## config.mk

```make
export PLATFORM = sky130hd
export DESIGN_NAME = port_e_pins_parallel_slave_ctrl
export DESIGN_NICKNAME = d
export VERILOG_FILES = /design/src/logic/port_e_pkg.sv /design/src/logic/port_e_pins_parallel_slave_ctrl.sv
export SDC_FILE = /design/constraint.sdc
export NUM_CORES = 1
export LEC_CHECK = 0
export BUFFER_PORTS_ARGS = -buffer_cell sky130_fd_sc_hd__buf_4
export CORE_ASPECT_RATIO = 0.6
export CORE_UTILIZATION = 45
export DETAILED_ROUTE_END_ITERATION = 7
export HOLD_SLACK_MARGIN = 0.08
export PLACE_DENSITY = 0.69
export SLEW_MARGIN = 5
export SYNTH_ARGS = -nofsm -noshare
export SYNTH_HDL_FRONTEND = slang
export SYNTH_SLANG_ARGS = --single-unit
```

## constraint.sdc

```tcl
create_clock -name clk_in -period 4 [get_ports clk_in]
set_input_delay 0.8 -clock clk_in [delete_from_list [all_inputs] [get_ports clk_in]]
set_output_delay 0.8 -clock clk_in [all_outputs]
set_load 0.05 [all_outputs]
```

## src/logic/port_e_pkg.sv

```systemverilog
/*
 * Package for the three-pin port with parallel slave strobes: register indices,
 * field positions, reset values and carrier structs.
 * Assumes a single 40 MHz clock domain and a plain strobe register port.
 */
package port_e_pkg;

    localparam int unsigned ADDR_W = 4;
    localparam int unsigned DATA_W = 8;
    localparam int unsigned NPINS = 3;

    // Register indices.
    localparam logic [ADDR_W-1:0] REG_DIR_CTRL = 4'h0;
    localparam logic [ADDR_W-1:0] REG_LATCH = 4'h1;
    localparam logic [ADDR_W-1:0] REG_READBACK = 4'h2;
    localparam logic [ADDR_W-1:0] REG_ANALOG_SEL = 4'h3;
    localparam logic [ADDR_W-1:0] REG_IN_WORD = 4'h4;
    localparam logic [ADDR_W-1:0] REG_OUT_WORD = 4'h5;
    localparam logic [ADDR_W-1:0] REG_IRQ_STATUS = 4'h6;
    localparam logic [ADDR_W-1:0] REG_IRQ_ENABLE = 4'h7;
    localparam logic [ADDR_W-1:0] REG_IRQ_CLEAR = 4'h8;

    // Direction/status register fields.
    localparam int unsigned BIT_IN_WAITING = 7;
    localparam int unsigned BIT_OUT_PENDING = 6;
    localparam int unsigned BIT_OVERRUN = 5;
    localparam int unsigned BIT_SLAVE_SEL = 4;
    localparam int unsigned BIT_PIN3 = 3;

    // Reset values.
    localparam logic [NPINS-1:0] DIR_RESET = 3'h7;
    localparam logic [NPINS-1:0] ANALOG_RESET = 3'h7;
    localparam logic [NPINS-1:0] LATCH_RESET = 3'h0;

    // Interrupt event bits: write received, read done, overrun.
    localparam int unsigned IRQ_W = 3;
    localparam int unsigned IRQ_RX = 0;
    localparam int unsigned IRQ_TX = 1;
    localparam int unsigned IRQ_OVR = 2;

    typedef struct packed {
        logic [NPINS-1:0] out;
        logic [NPINS-1:0] oe_n;
    } pin_drive_s;

    typedef struct packed {
        logic rd_n;
        logic wr_n;
        logic cs_n;
    } host_strobe_s;

endpackage

```

## src/logic/port_e_pins_parallel_slave_ctrl.sv

```systemverilog
/*
 * Pin control and parallel slave status for a three-pin port plus one
 * input-only pin shared with the external reset.
 * Assumes: pins and the configuration strap are asynchronous and are
 * synchronised here; the received host word and the data path live elsewhere.
 */
// Behaviour
// - Host write while a word is unread sets overrun; software clears it.
// - Slave select one gives parallel slave mode; zero gives plain I/O.
// - Direction bit one is input, zero output; bit 3 reads zero.
// - Output pins drive the latch bit regardless of analog selection.
// - Input pins read through readback, but read zero when analog.
// - In slave mode pin 0 input is the host read strobe.
// - In slave mode pins 1 and 2 are host write and select strobes.
// - After reset all three pins are analog channel inputs.
// - Pin 3 is the external reset input when its enable strap is set.
// - With the strap clear pin 3 reads as readback bit 3.
// - Pin 3 is input only and has no direction bit.
// - Latch register holds three bits; upper bits read zero.
`timescale 1ns/1ps

module port_e_pins_parallel_slave_ctrl
    import port_e_pkg::*;
(
    input wire logic clk_in,
    input wire logic rstn_in,
    input wire logic clk_en_in,
    input wire logic [ADDR_W-1:0] addr_in,
    input wire logic [DATA_W-1:0] wdata_in,
    input wire logic wr_in,
    input wire logic rd_in,
    output logic [DATA_W-1:0] rdata_out,
    input wire logic [NPINS-1:0] pin_in,
    input wire logic pin3_in,
    input wire logic external_reset_enable_cfg_in,
    output pin_drive_s pin_drive_out,
    output logic [NPINS-1:0] analog_channel_out,
    output logic slave_port_select_out,
    output logic host_read_strobe_out,
    output logic host_write_strobe_out,
    output logic external_reset_out,
    output logic irq_out
);

    // ************************************************************
    // Input synchronisers
    // ************************************************************

    // Synchroniser stages and the strobe history used for edge detection.
    logic [NPINS-1:0] pin_s1_q;
    logic [NPINS-1:0] pin_s2_q;
    logic pin3_s1_q;
    logic pin3_s2_q;
    logic cfg_s1_q;
    logic cfg_s2_q;
    logic wr_n_prev_q;
    logic rd_n_prev_q;

    // Two flops on every asynchronous input before any logic sees it.
    always_ff @(posedge clk_in or negedge rstn_in)
    begin
        if (!rstn_in)
        begin
            pin_s1_q <= '1;
            pin_s2_q <= '1;
            pin3_s1_q <= 1'b1;
            pin3_s2_q <= 1'b1;
            cfg_s1_q <= 1'b0;
            cfg_s2_q <= 1'b0;
        end
        else if (clk_en_in)
        begin
            pin_s1_q <= pin_in;
            pin_s2_q <= pin_s1_q;
            pin3_s1_q <= pin3_in;
            pin3_s2_q <= pin3_s1_q;
            cfg_s1_q <= external_reset_enable_cfg_in;
            cfg_s2_q <= cfg_s1_q;
        end
    end

    // ************************************************************
    // Register state
    // ************************************************************

    // Software visible state, status flags and the registered read data.
    logic [NPINS-1:0] dir_q;
    logic [NPINS-1:0] latch_q;
    logic [NPINS-1:0] analog_q;
    logic slave_sel_q;
    logic in_waiting_q;
    logic out_pending_q;
    logic overrun_q;
    logic [IRQ_W-1:0] irq_stat_q;
    logic [IRQ_W-1:0] irq_en_q;
    logic [DATA_W-1:0] rdata_q;

    // Zero padding above the narrow registers in the read view.
    localparam int unsigned PAD_W = DATA_W - NPINS;
    localparam int unsigned IRQ_PAD_W = DATA_W - IRQ_W;

    // Address decode.
    wire wr_dir = wr_in && (addr_in == REG_DIR_CTRL);
    wire wr_latch = wr_in && (addr_in == REG_LATCH);
    wire wr_analog = wr_in && (addr_in == REG_ANALOG_SEL);
    wire wr_out_word = wr_in && (addr_in == REG_OUT_WORD);
    wire wr_irq_en = wr_in && (addr_in == REG_IRQ_ENABLE);
    wire wr_irq_clr = wr_in && (addr_in == REG_IRQ_CLEAR);
    wire rd_in_word = rd_in && (addr_in == REG_IN_WORD);

    // Host strobes decode from synchronised pins, active low.
    host_strobe_s strobe;
    assign strobe.rd_n = pin_s2_q[0];
    assign strobe.wr_n = pin_s2_q[1];
    assign strobe.cs_n = pin_s2_q[2];
    wire slave_active = slave_sel_q;
    wire rd_as_strobe = slave_active && dir_q[0];
    wire wr_cs_strobe = slave_active && dir_q[1] && dir_q[2];
    wire host_wr_low = wr_cs_strobe && !strobe.wr_n && !strobe.cs_n;
    wire host_rd_low = rd_as_strobe && wr_cs_strobe && !strobe.rd_n && !strobe.cs_n;
    // A transfer completes on the rising edge of its strobe.
    wire host_wr_done = host_wr_low == 1'b0 && !wr_n_prev_q;
    wire host_rd_done = host_rd_low == 1'b0 && !rd_n_prev_q;
    wire overrun_evt = host_wr_done && in_waiting_q;

    always_ff @(posedge clk_in or negedge rstn_in)
    begin
        if (!rstn_in)
        begin
            wr_n_prev_q <= 1'b1;
            rd_n_prev_q <= 1'b1;
        end
        else if (clk_en_in)
        begin
            wr_n_prev_q <= !host_wr_low;
            rd_n_prev_q <= !host_rd_low;
        end
    end

    // Configuration registers; reset leaves pins as analog inputs.
    always_ff @(posedge clk_in or negedge rstn_in)
    begin
        if (!rstn_in)
        begin
            dir_q <= DIR_RESET;
            slave_sel_q <= 1'b0;
            latch_q <= LATCH_RESET;
            analog_q <= ANALOG_RESET;
            irq_en_q <= '0;
        end
        else if (clk_en_in)
        begin
            if (wr_dir)
            begin
                dir_q <= wdata_in[NPINS-1:0];
                slave_sel_q <= wdata_in[BIT_SLAVE_SEL];
            end
            if (wr_latch)
            begin
                latch_q <= wdata_in[NPINS-1:0];
            end
            if (wr_analog)
            begin
                analog_q <= wdata_in[NPINS-1:0];
            end
            if (wr_irq_en)
            begin
                irq_en_q <= wdata_in[IRQ_W-1:0];
            end
        end
    end

    // Status flags: a set in the same cycle as a clear wins.
    always_ff @(posedge clk_in or negedge rstn_in)
    begin
        if (!rstn_in)
        begin
            in_waiting_q <= 1'b0;
            out_pending_q <= 1'b0;
            overrun_q <= 1'b0;
        end
        else if (clk_en_in)
        begin
            in_waiting_q <= host_wr_done || (in_waiting_q && !rd_in_word);
            out_pending_q <= wr_out_word || (out_pending_q && !host_rd_done);
            overrun_q <= overrun_evt || (overrun_q && !(wr_dir && !wdata_in[BIT_OVERRUN]));
        end
    end

    // Sticky interrupt status, cleared by writing ones to the clear register.
    // Event bits in status order: overrun, host read done, host write done.
    wire [IRQ_W-1:0] irq_evt = {overrun_evt, host_rd_done, host_wr_done};
    always_ff @(posedge clk_in or negedge rstn_in)
    begin
        if (!rstn_in)
        begin
            irq_stat_q <= '0;
        end
        else if (clk_en_in)
        begin
            irq_stat_q <= irq_evt | (irq_stat_q & ~(wr_irq_clr ? wdata_in[IRQ_W-1:0] : '0));
        end
    end
    // The level interrupt stays high while any enabled sticky bit is set.
    assign irq_out = |(irq_stat_q & irq_en_q);

    // ************************************************************
    // Read path
    // ************************************************************

    // Read views of the registers, chosen by the index below.
    logic [DATA_W-1:0] dir_view;
    logic [DATA_W-1:0] readback_view;
    logic [DATA_W-1:0] rd_mux;
    assign dir_view = {in_waiting_q, out_pending_q, overrun_q, slave_sel_q, 1'b0, dir_q};
    // Digital input is disabled for analog pins; pin 3 only when strap clear.
    wire pin3_digital = pin3_s2_q && !cfg_s2_q;
    assign readback_view = {4'h0, pin3_digital, pin_s2_q & dir_q & ~analog_q};

    always_comb
    begin
        if (addr_in == REG_DIR_CTRL)
            rd_mux = dir_view;
        else if (addr_in == REG_LATCH)
            rd_mux = {{PAD_W{1'b0}}, latch_q};
        else if (addr_in == REG_READBACK)
            rd_mux = readback_view;
        else if (addr_in == REG_ANALOG_SEL)
            rd_mux = {{PAD_W{1'b0}}, analog_q};
        else if (addr_in == REG_IRQ_STATUS)
            rd_mux = {{IRQ_PAD_W{1'b0}}, irq_stat_q};
        else if (addr_in == REG_IRQ_ENABLE)
            rd_mux = {{IRQ_PAD_W{1'b0}}, irq_en_q};
        else
            rd_mux = 8'h00;
    end

    // Read data stands in the cycle after the strobe only.
    always_ff @(posedge clk_in or negedge rstn_in)
    begin
        if (!rstn_in)
            rdata_q <= '0;
        else if (clk_en_in)
            rdata_q <= rd_in ? rd_mux : 8'h00;
    end
    assign rdata_out = rdata_q;

    // ************************************************************
    // Pin outputs
    // ************************************************************

    // Output pins drive the latch; output enable is low while driving.
    assign pin_drive_out.out = latch_q;
    assign pin_drive_out.oe_n = dir_q;
    assign analog_channel_out = analog_q & dir_q;
    assign slave_port_select_out = slave_sel_q;
    assign host_read_strobe_out = host_rd_low;
    assign host_write_strobe_out = host_wr_low;
    // Pin 3 is never driven; it resets the device only when enabled.
    assign external_reset_out = cfg_s2_q && !pin3_s2_q;

    // ************************************************************
    // Assertions
    // ************************************************************

    AST_FLAGS_READ: assert property (@(posedge clk_in) disable iff (!rstn_in)
        clk_en_in && rd_in && addr_in == REG_DIR_CTRL |=>
        rdata_out[BIT_IN_WAITING] == $past(in_waiting_q) &&
        rdata_out[BIT_OUT_PENDING] == $past(out_pending_q))
        else $error("status flags misreported");
    AST_OVERRUN_SET: assert property (@(posedge clk_in) disable iff (!rstn_in)
        clk_en_in && host_wr_done && in_waiting_q |=> overrun_q)
        else $error("overrun not set");
    AST_SLAVE_STROBE: assert property (@(posedge clk_in) disable iff (!rstn_in)
        !slave_sel_q |-> !host_write_strobe_out && !host_read_strobe_out)
        else $error("strobe outside slave mode");
    AST_BIT3_ZERO: assert property (@(posedge clk_in) disable iff (!rstn_in)
        clk_en_in && rd_in && addr_in == REG_DIR_CTRL |=> !rdata_out[BIT_PIN3])
        else $error("bit 3 not zero");
    AST_DRIVE: assert property (@(posedge clk_in) disable iff (!rstn_in)
        !dir_q[0] |-> !pin_drive_out.oe_n[0] && pin_drive_out.out[0] == latch_q[0])
        else $error("output pin not driven");
    AST_ANALOG_IN: assert property (@(posedge clk_in) disable iff (!rstn_in)
        clk_en_in && rd_in && addr_in == REG_READBACK && analog_q[1] |=> !rdata_out[1])
        else $error("analog pin read digital");
    AST_RX_CLEAR: assert property (@(posedge clk_in) disable iff (!rstn_in)
        clk_en_in && rd_in_word && !host_wr_done |=> !in_waiting_q)
        else $error("waiting flag not cleared");
    AST_TX_SET: assert property (@(posedge clk_in) disable iff (!rstn_in)
        clk_en_in && wr_out_word |=> out_pending_q ##0 $stable(latch_q))
        else $error("pending flag not set");
    AST_RESET_PIN: assert property (@(posedge clk_in) disable iff (!rstn_in)
        !cfg_s2_q |-> !external_reset_out)
        else $error("reset pin active while disabled");

    // Status flags set on their events and hold until their own clear.
    AST_WAIT_SET: assert property (@(posedge clk_in) disable iff (!rstn_in)
        clk_en_in && host_wr_done |=> in_waiting_q)
        else $error("waiting flag not set");
    AST_WAIT_HOLD: assert property (@(posedge clk_in) disable iff (!rstn_in)
        in_waiting_q && !(clk_en_in && rd_in_word) |=> in_waiting_q)
        else $error("waiting flag lost");
    AST_TX_CLEAR: assert property (@(posedge clk_in) disable iff (!rstn_in)
        clk_en_in && host_rd_done && !wr_out_word |=> !out_pending_q)
        else $error("pending flag not cleared");
    AST_PEND_HOLD: assert property (@(posedge clk_in) disable iff (!rstn_in)
        out_pending_q && !(clk_en_in && host_rd_done) |=> out_pending_q)
        else $error("pending flag lost");
    AST_OVERRUN_HOLD: assert property (@(posedge clk_in) disable iff (!rstn_in)
        overrun_q && !(clk_en_in && wr_dir && !wdata_in[BIT_OVERRUN]) |=> overrun_q)
        else $error("overrun lost without clear");
    AST_IRQ_STICKY: assert property (@(posedge clk_in) disable iff (!rstn_in)
        irq_stat_q[IRQ_RX] && !(clk_en_in && wr_irq_clr && wdata_in[IRQ_RX]) |=> irq_stat_q[IRQ_RX])
        else $error("receive status bit lost");

    // Read views of the pins and the latch, and the enabled reset pin output.
    AST_PIN_READ: assert property (@(posedge clk_in) disable iff (!rstn_in)
        clk_en_in && rd_in && addr_in == REG_READBACK && dir_q[0] && !analog_q[0] |=> rdata_out[0] == $past(pin_s2_q[0]))
        else $error("digital input pin misread");
    AST_PIN3_READ: assert property (@(posedge clk_in) disable iff (!rstn_in)
        clk_en_in && rd_in && addr_in == REG_READBACK |=> rdata_out[BIT_PIN3] == $past(pin3_digital))
        else $error("input only pin misread");
    AST_LATCH_UPPER: assert property (@(posedge clk_in) disable iff (!rstn_in)
        clk_en_in && rd_in && addr_in == REG_LATCH |=> rdata_out[DATA_W-1:NPINS] == '0)
        else $error("latch upper bits not zero");
    AST_EXT_RESET_ON: assert property (@(posedge clk_in) disable iff (!rstn_in)
        cfg_s2_q && !pin3_s2_q |-> external_reset_out)
        else $error("enabled reset pin ignored");

    // Configuration writes reach the pins and the mode output.
    AST_DIR_WRITE: assert property (@(posedge clk_in) disable iff (!rstn_in)
        clk_en_in && wr_dir && !wdata_in[0] |=> !pin_drive_out.oe_n[0])
        else $error("pin not switched to output");
    AST_MODE_WRITE: assert property (@(posedge clk_in) disable iff (!rstn_in)
        clk_en_in && wr_dir && wdata_in[BIT_SLAVE_SEL] |=> slave_port_select_out)
        else $error("slave mode not entered");

    // Main scenarios: host write, host read, overrun, interrupt and reset pin.
    COV_EXT_RESET: cover property (@(posedge clk_in) disable iff (!rstn_in) external_reset_out);
    COV_HOST_WRITE: cover property (@(posedge clk_in) disable iff (!rstn_in) host_wr_done);
    COV_HOST_READ: cover property (@(posedge clk_in) disable iff (!rstn_in) host_rd_done);
    COV_OVERRUN: cover property (@(posedge clk_in) disable iff (!rstn_in) overrun_evt);
    COV_IRQ: cover property (@(posedge clk_in) disable iff (!rstn_in) irq_out);

endmodule

```

==> results of run 1 <==
==> registers in the layout (all words and copies together), names as in the netlist <==
name / cells
pin3_s2_q: 1
pin_s1_q: 3
wr_n_prev_q: 1
cfg_s2_q: 1
pin3_s1_q: 1
pin_s2_q: 3
slave_port_select_out: 1
dir_q: 3
irq_stat_q: 3
in_waiting_q: 1
analog_q: 3
cfg_s1_q: 1
latch_q: 3
overrun_q: 1
rdata_out: 8
rd_n_prev_q: 1
irq_en_q: 3
out_pending_q: 1
==> per-stage QoR <==
step / worst slack (ns) / utilization (%) / hold WS (ns) / power, mW / area [um2]
floorplan: 1.56 / - / 0.463 / 0.672 / 1880
CTS: 1.55 / 60.2 / 0.485 / 1.06 / 2300
global placement: 1.91 / 57.6 / 0.476 / 0.764 / 2200
global route: 1.50 / 60.2 / 0.496 / 1.10 / 2300
finish: 1.57 / 60.2 / 0.470 / 1.05 / 2300
detailed placement: 1.88 / 57.6 / 0.482 / 0.771 / 2200
==> cell families after synthesis <==
kind of cell / Yosys count / share of synthesized area [%]
AND/OR/NAND/NOR: 41 / 16.1
flip-flops: 39 / 53.0
AO/OA/AOI/OAI: 30 / 11.1
multiplexers: 28 / 16.5
buffers and inverters: 13 / 3.33
==> worst max-delay path, stage by stage (launching register included) <==
cell      delay (ns)
dfstp_2         0.59
nand4b_1        0.16
nor2_1          0.32
buf_4           0.27
==> cells in the mapped netlist, drive strengths merged <==
| master | instances | share of area [%] |
|---|---|---|
| mux2 | 24 | 14 |
| dfrtp | 23 | 31 |
| dfstp | 16 | 22 |
| nand2 | 12 | 2.7 |
| o21ai | 9 | 2.4 |
| inv | 8 | 1.6 |
| nor2 | 7 | 1.5 |
| nor4 | 6 | 4.4 |
| a22o | 5 | 2.3 |
| buf | 5 | 1.7 |
| a21oi | 4 | 1.1 |
| mux2i | 4 | 2.1 |
| a31oi | 3 | 1.0 |
| and2 | 3 | 1.0 |
| nand4 | 3 | 1.3 |
| a21o | 2 | 0.80 |
| and4bb | 2 | 1.3 |
| nor2b | 2 | 0.67 |
| o311ai | 2 | 0.93 |
| a21bo | 1 | 0.53 |
| a221o | 1 | 0.53 |
| a222oi | 1 | 0.53 |
| a311oi | 1 | 0.47 |
| nand3 | 1 | 0.27 |
| nand3b | 1 | 1.1 |
| nand4b | 1 | 0.47 |
| nor3 | 1 | 0.27 |
| nor3b | 1 | 0.67 |
| o2bb2ai | 1 | 0.47 |
| or2b | 1 | 0.40 |
==> path summary, 6_finish.rpt <==
check / startpoint / end / slack (ns) / cells after the start
setup reg to reg: dir_q[2] / irq_stat_q[2] / 2.42 / 4
setup / recovery: dir_q[2] / host_write_strobe_out / 1.57 / 3
min in group clk_in: out_pending_q / rdata_out[6] / 0.49 / 1
hold / removal: rstn_in / slave_port_select_out / 0.47 / 1
hold reg to reg: out_pending_q / rdata_out[6] / 0.49 / 1
max in group asynchronous: rstn_in / pin3_s1_q / 3.17 / 1
==> where the power goes <==
part / total (mW) / internal [mW] / switching [mW]
registers: 0.515 / 0.463 / 0.0517
clock network: 0.287 / 0.157 / 0.130
logic: 0.249 / 0.0927 / 0.157
total: 1.05 / 0.713 / 0.338
==> metal layers <==
layer	routed length (um)	global-route usage, %	part of all wire, %
met1	1950	30.2	47
met2	1870	33.3	45
met3	300	5.56	7.2
met4	35	6.94	0.84
met5	0	0	0
==> layout make-up <==
| type | count | area (um2) | area share [%] |
|---|---|---|---|
| Sequential cell | 39 | 996 | 43.2 |
| Timing Repair Buffer | 40 | 300 | 13.0 |
| Multi-Input combinational cell | 99 | 820 | 35.6 |
| Tap cell | 47 | 58.8 | 2.55 |
| Inverter | 8 | 30.0 | 1.30 |
| Clock buffer | 8 | 100 | 4.34 |
==> flow_summary.json, run 1 <==
{
  "dr.first_iter.drc_count": 76,
  "final_common_cell": "buf_4",
  "die_w_um": 85.4,
  "clock_latency_ns": 0.29,
  "wire_per_inst_um": 17.3,
  "ys_warn_count": 0,
  "syn_avg_cell_area_um2": 12.4,
  "hold_viol": 0,
  "fin_setup_tns_ns": 0,
  "cts_root_buffer": "clkbuf_8",
  "slew_headroom_pct": 67.9,
  "vias_per_cell": 5.81,
  "start_util_pct": 49.1,
  "cellLeakagePower_nw": 1.07,
  "htreeDepth": 2,
  "cts_buffers": 5,
  "fin_crit_sh_pct": 60.7,
  "clkSlewWorstSetupHoldPaths_ns": 0.07,
  "final_cells": 241,
  "grt_pass1_vias": 1388,
  "antenna_found_initial": 0,
  "track_usage_pct": 21.7,
  "drc": 0,
  "rsz0062_at_grt": "no",
  "cts_setup_buffers": 0,
  "io_pins": 44,
  "grt_max_degree": 40,
  "dr.pass1.iters": 4,
  "clockBufferDepth": 2,
  "slew_viol_final": 0,
  "drt_wl_total_um": 4160,
  "synth-seq-cells": 39,
  "worst_slew_pin_slew_ns": 0.482,
  "crit_fanout": 6,
  "final_nets": 215,
  "path_class": "reg2out",
  "placed_cells": 233,
  "required_ns": 3.20,
  "netlist_area_um2": 1880,
  "cp.arrival_ns": 1.63,
  "synth-seq-area-share_pct": 53.0,
  "cap_viol_max_count": 0,
  "fmax_mhz": 412,
  "holdBufCountCts": 0,
  "portBuffers": 40,
  "grt_pass1_wl_um": 7020,
  "end_kind": "output pin",
  "fill_cells": 312,
  "syn_inst": 151,
  "fin_crit_ns": 2.43,
  "die_h_um": 52.0,
  "cts_tree": "built",
  "setup_viol": 0,
  "cts-resized-gates": 0,
  "area_growth_pct": 22.7,
  "cts_sinks": 39,
  "ys_types": 38,
  "dp_hpwl_um": 3160,
  "antenna_cells": 0,
  "syn-num-nets": 173,
  "via_count": 1401,
  "postRouteAntennaNets": 0,
  "row_count": 17,
  "outcome": "finished clean",
  "skew_ns": 0.00609,
  "core_area_um2": 3830,
  "hold_path.class": "in2async",
  "mostFrequentLayoutCells": "buf_4 (40), dfrtp_1 (23), dfstp_2 (16)",
  "dieArea_um2": 4440,
  "powerDensity_nw_per_um2": 456,
  "irDropWorstVdd_mv": 0.223,
  "startpoint_type": "flop",
  "drive_gt1_share_pct": 43.8,
  "place.gp.congestion": 0.870,
  "globalRoute.totalOverflow": 0
}
Note: power is estimated with default switching activity, not from simulation.
==> run 2, diff against run 1 <==
--- a/config.mk
+++ b/config.mk
@@ -5,12 +5,13 @@
 export SDC_FILE = /design/constraint.sdc
 export NUM_CORES = 1
 export LEC_CHECK = 0
+export ABC_AREA = 1
 export BUFFER_PORTS_ARGS = -buffer_cell sky130_fd_sc_hd__buf_4
 export CORE_ASPECT_RATIO = 0.6
 export CORE_UTILIZATION = 45
 export DETAILED_ROUTE_END_ITERATION = 7
 export HOLD_SLACK_MARGIN = 0.08
-export PLACE_DENSITY = 0.69
+export PLACE_DENSITY = 0.72
 export SLEW_MARGIN = 5
 export SYNTH_ARGS = -nofsm -noshare
 export SYNTH_HDL_FRONTEND = slang
==> constraint.sdc (replaced) <==
create_clock -name clk_in -period 2.1 [get_ports clk_in]
set_input_delay 0.42 -clock clk_in [delete_from_list [all_inputs] [get_ports clk_in]]
set_output_delay 0.42 -clock clk_in [all_outputs]
set_load 0.05 [all_outputs]
==> flow_summary.json, run 2 <==
{
  "cts_root_buffer": "clkbuf_8",
  "fin_setup_tns_ns": 0,
  "final_nets": 288,
  "synth_compound_area_share_pct": 10.4,
  "cts_buffers": 5,
  "antenna_found_initial": 0,
  "fmax_mhz": 515,
  "register_area_um2": 996,
  "synth-seq-cells": 39,
  "hold_ws_ns": 0.0870,
  "ys_types": 24,
  "row_count": 17,
  "slowest_delay_ns": 0.60,
  "cellLeakagePower_nw": 1.24,
  "powerDensity_nw_per_um2": 873,
  "worst-path-buf-inv": 2,
  "drt_wl_total_um": 4270,
  "irDropWorstVdd_mv": 0.432,
  "globalRoute.totalOverflow": 0,
  "fin_crit_sh_pct": 92.4,
  "synthXorXnorAreaFrac_pct": 0,
  "wire_per_inst_um": 13.6,
  "die_h_um": 51.4,
  "place.gp.congestion": 0.922,
  "switching_power_uw": 626,
  "outcome": "finished, violations left",
  "cap_viol_max_count": 0,
  "synth_top_family_by_area": "simple AND/OR/NAND/NOR gates",
  "dieArea_um2": 4340,
  "violations": "DRC",
  "hold_viol": 0,
  "timing.reg2reg.setup_slack_ns": 0.80,
  "p_int_mw": 1.38,
  "final_common_cell": "nand2_1",
  "required_ns": 1.68,
  "ys_warn_count": 0,
  "synth-edff-count": 0,
  "r2r-start": "dir_q[2]",
  "postRouteAntennaNets": 0,
  "clock_latency_ns": 0.28,
  "syn_inst": 221,
  "yosysTopAreaCell": "dfrtp_1",
  "start_util_pct": 48.3,
  "cts_sinks": 39,
  "multi_input_area_um2": 707,
  "p_comb_share_pct": 21.7,
  "startpoint": "dir_q[2]",
  "antenna_cells": 0,
  "synth_area_leaders": "dfrtp_1 (31%), dfstp_2 (23%), nand2_1 (16%)",
  "final_core_util_pct": 60.8,
  "critPathSlowestCell": "dfstp_2",
  "crit_family": "flip-flops",
  "drive_gt1_share_pct": 27.7,
  "largest_reg_flops": 8,
  "netlist_area_um2": 1830,
  "startpoint_type": "flop",
  "area_growth_pct": 25.7,
  "grt_max_degree": 40,
  "synth-seq-area-share_pct": 54.4,
  "setup_viol": 0,
  "synth_flop_cell": "dfrtp_1",
  "fill_cells": 345,
  "p_clk_share_pct": 31.7,
  "total_power_mw": 2.01,
  "reg2reg_depth": 6,
  "end_kind": "output pin",
  "track_usage_pct": 21.5,
  "syn_avg_cell_area_um2": 8.28,
  "holdBufCountCts": 0,
  "slew_headroom_pct": 67.9,
  "synthSimpleGateAreaFrac_pct": 27.4,
  "drc": 6,
  "cp.arrival_ns": 1.52,
  "clockBufferDepth": 2,
  "portBuffers": 40,
  "dr.pass1.iters": 6,
  "fin_crit_ns": 1.94,
  "worst_slew_pin_slew_ns": 0.482,
  "yosysTopAreaCellShare_pct": 31.4,
  "htreeDepth": 2,
  "r2r-end": "irq_stat_q[0]",
  "dr.first_iter.drc_count": 69,
  "hold_path.class": "in2async",
  "cts-resized-gates": 0,
  "cts_setup_buffers": 0,
  "yosysMostFrequentCell": "nand2_1",
  "crit_chain": "and3_1 > nand4_1 > inv_1 > buf_4",
  "path_class": "reg2out",
  "grt_pass1_wl_um": 7030,
  "yosys-top-cells-count": "nand2_1 (80), inv_1 (25), dfrtp_1 (23)",
  "mostFrequentLayoutCells": "nand2_1 (80), buf_4 (41), inv_1 (25)",
  "ys_async_sr_fraction_pct": 100,
  "seqPwrFrac_pct": 46.6,
  "crit_fanout": 6,
  "sw_frac_of_total_pct": 31.2,
  "io_pins": 44,
  "via_count": 1635,
  "rsz0062_at_grt": "no",
  "syn-num-nets": 243,
  "die_w_um": 84.3,
  "synthAdderAreaFrac_pct": 0,
  "dp_hpwl_um": 3170,
  "grt_pass1_vias": 1462,
  "core_area_um2": 3790,
  "vias_per_cell": 5.21,
  "slew_viol_final": 0,
  "cts_tree": "built",
  "skew_ns": 0.00664,
  "clkSlewWorstSetupHoldPaths_ns": 0.08,
  "synth_mux_area_share_pct": 0.820
}
run 2: cell types whose count changed after synthesis, sizes merged, moves of 4 or more:
| cell | change |
|---|---|
| o21ai | +13 |
| mux2 | -23 |
| nor4 | -6 |
| inv | +19 |
| nand2 | +70 |
| a32o | +4 |
| nand3 | +12 |
| mux2i | -4 |
| nor2 | +8 |
| a22o | -5 |
run 2: layout make-up:
type	instances	area share (%)
sequential	39	43.3
inverter	29	4.95
timing repair buffer	41	13.4
tap	47	2.56
multi-input combinational	150	30.7
clock inverter	2	1.52
clock buffer	6	3.59
run 2: worst max-delay path by stage:
stage               slack [ns]  depth (start not counted)              endpoint
floorplan                 0.34                          3  host_read_strobe_out
global placement          0.51                          4  host_read_strobe_out
detailed placement        0.48                          4  host_read_strobe_out
CTS                       0.17                          4  host_read_strobe_out
global route              0.07                          4  host_read_strobe_out
finish                    0.16                          4  host_read_strobe_out
run 2: cells by family (layout without fill, tap and decap cells):
logic type	Yosys count	in the layout
and+or+nand+nor	117	117
AOI/OAI and AO/OA	32	32
muxes	1	1
DFF	39	39
buffers and inverters	32	78
run 2: power by group through the flow:
| stage | logic, mW | registers, mW | clock network, mW |
|---|---|---|---|
| after detailed placement | 0.437 | 0.947 | 0 |
| after CTS | 0.438 | 0.934 | 0.647 |
| after floorplan | 0.185 | 1.03 | 0 |
| after global routing | 0.471 | 0.949 | 0.686 |
| after global placement | 0.429 | 0.946 | 0 |
| final | 0.435 | 0.936 | 0.638 |
run 2: per-layer routing:
metal,GRT usage (%),part of all wire [%],up-vias
met3,5.01,5.7,2
li1,-,-,802
met4,3.39,0.094,0
met2,31.8,41,49
met1,32.5,54,782
met5,0,0,-
run 2: stage by stage:
| step | instance area, um2 | cells | setup slack, ns |
|---|---|---|---|
| final | 2300 | 314 | 0.159 |
| after global routing | 2300 | 314 | 0.0692 |
| after CTS | 2300 | 314 | 0.165 |
| after detailed placement | 2180 | 306 | 0.482 |
| after global placement | 2180 | 306 | 0.508 |
| after floorplan | 1830 | 221 | 0.336 |
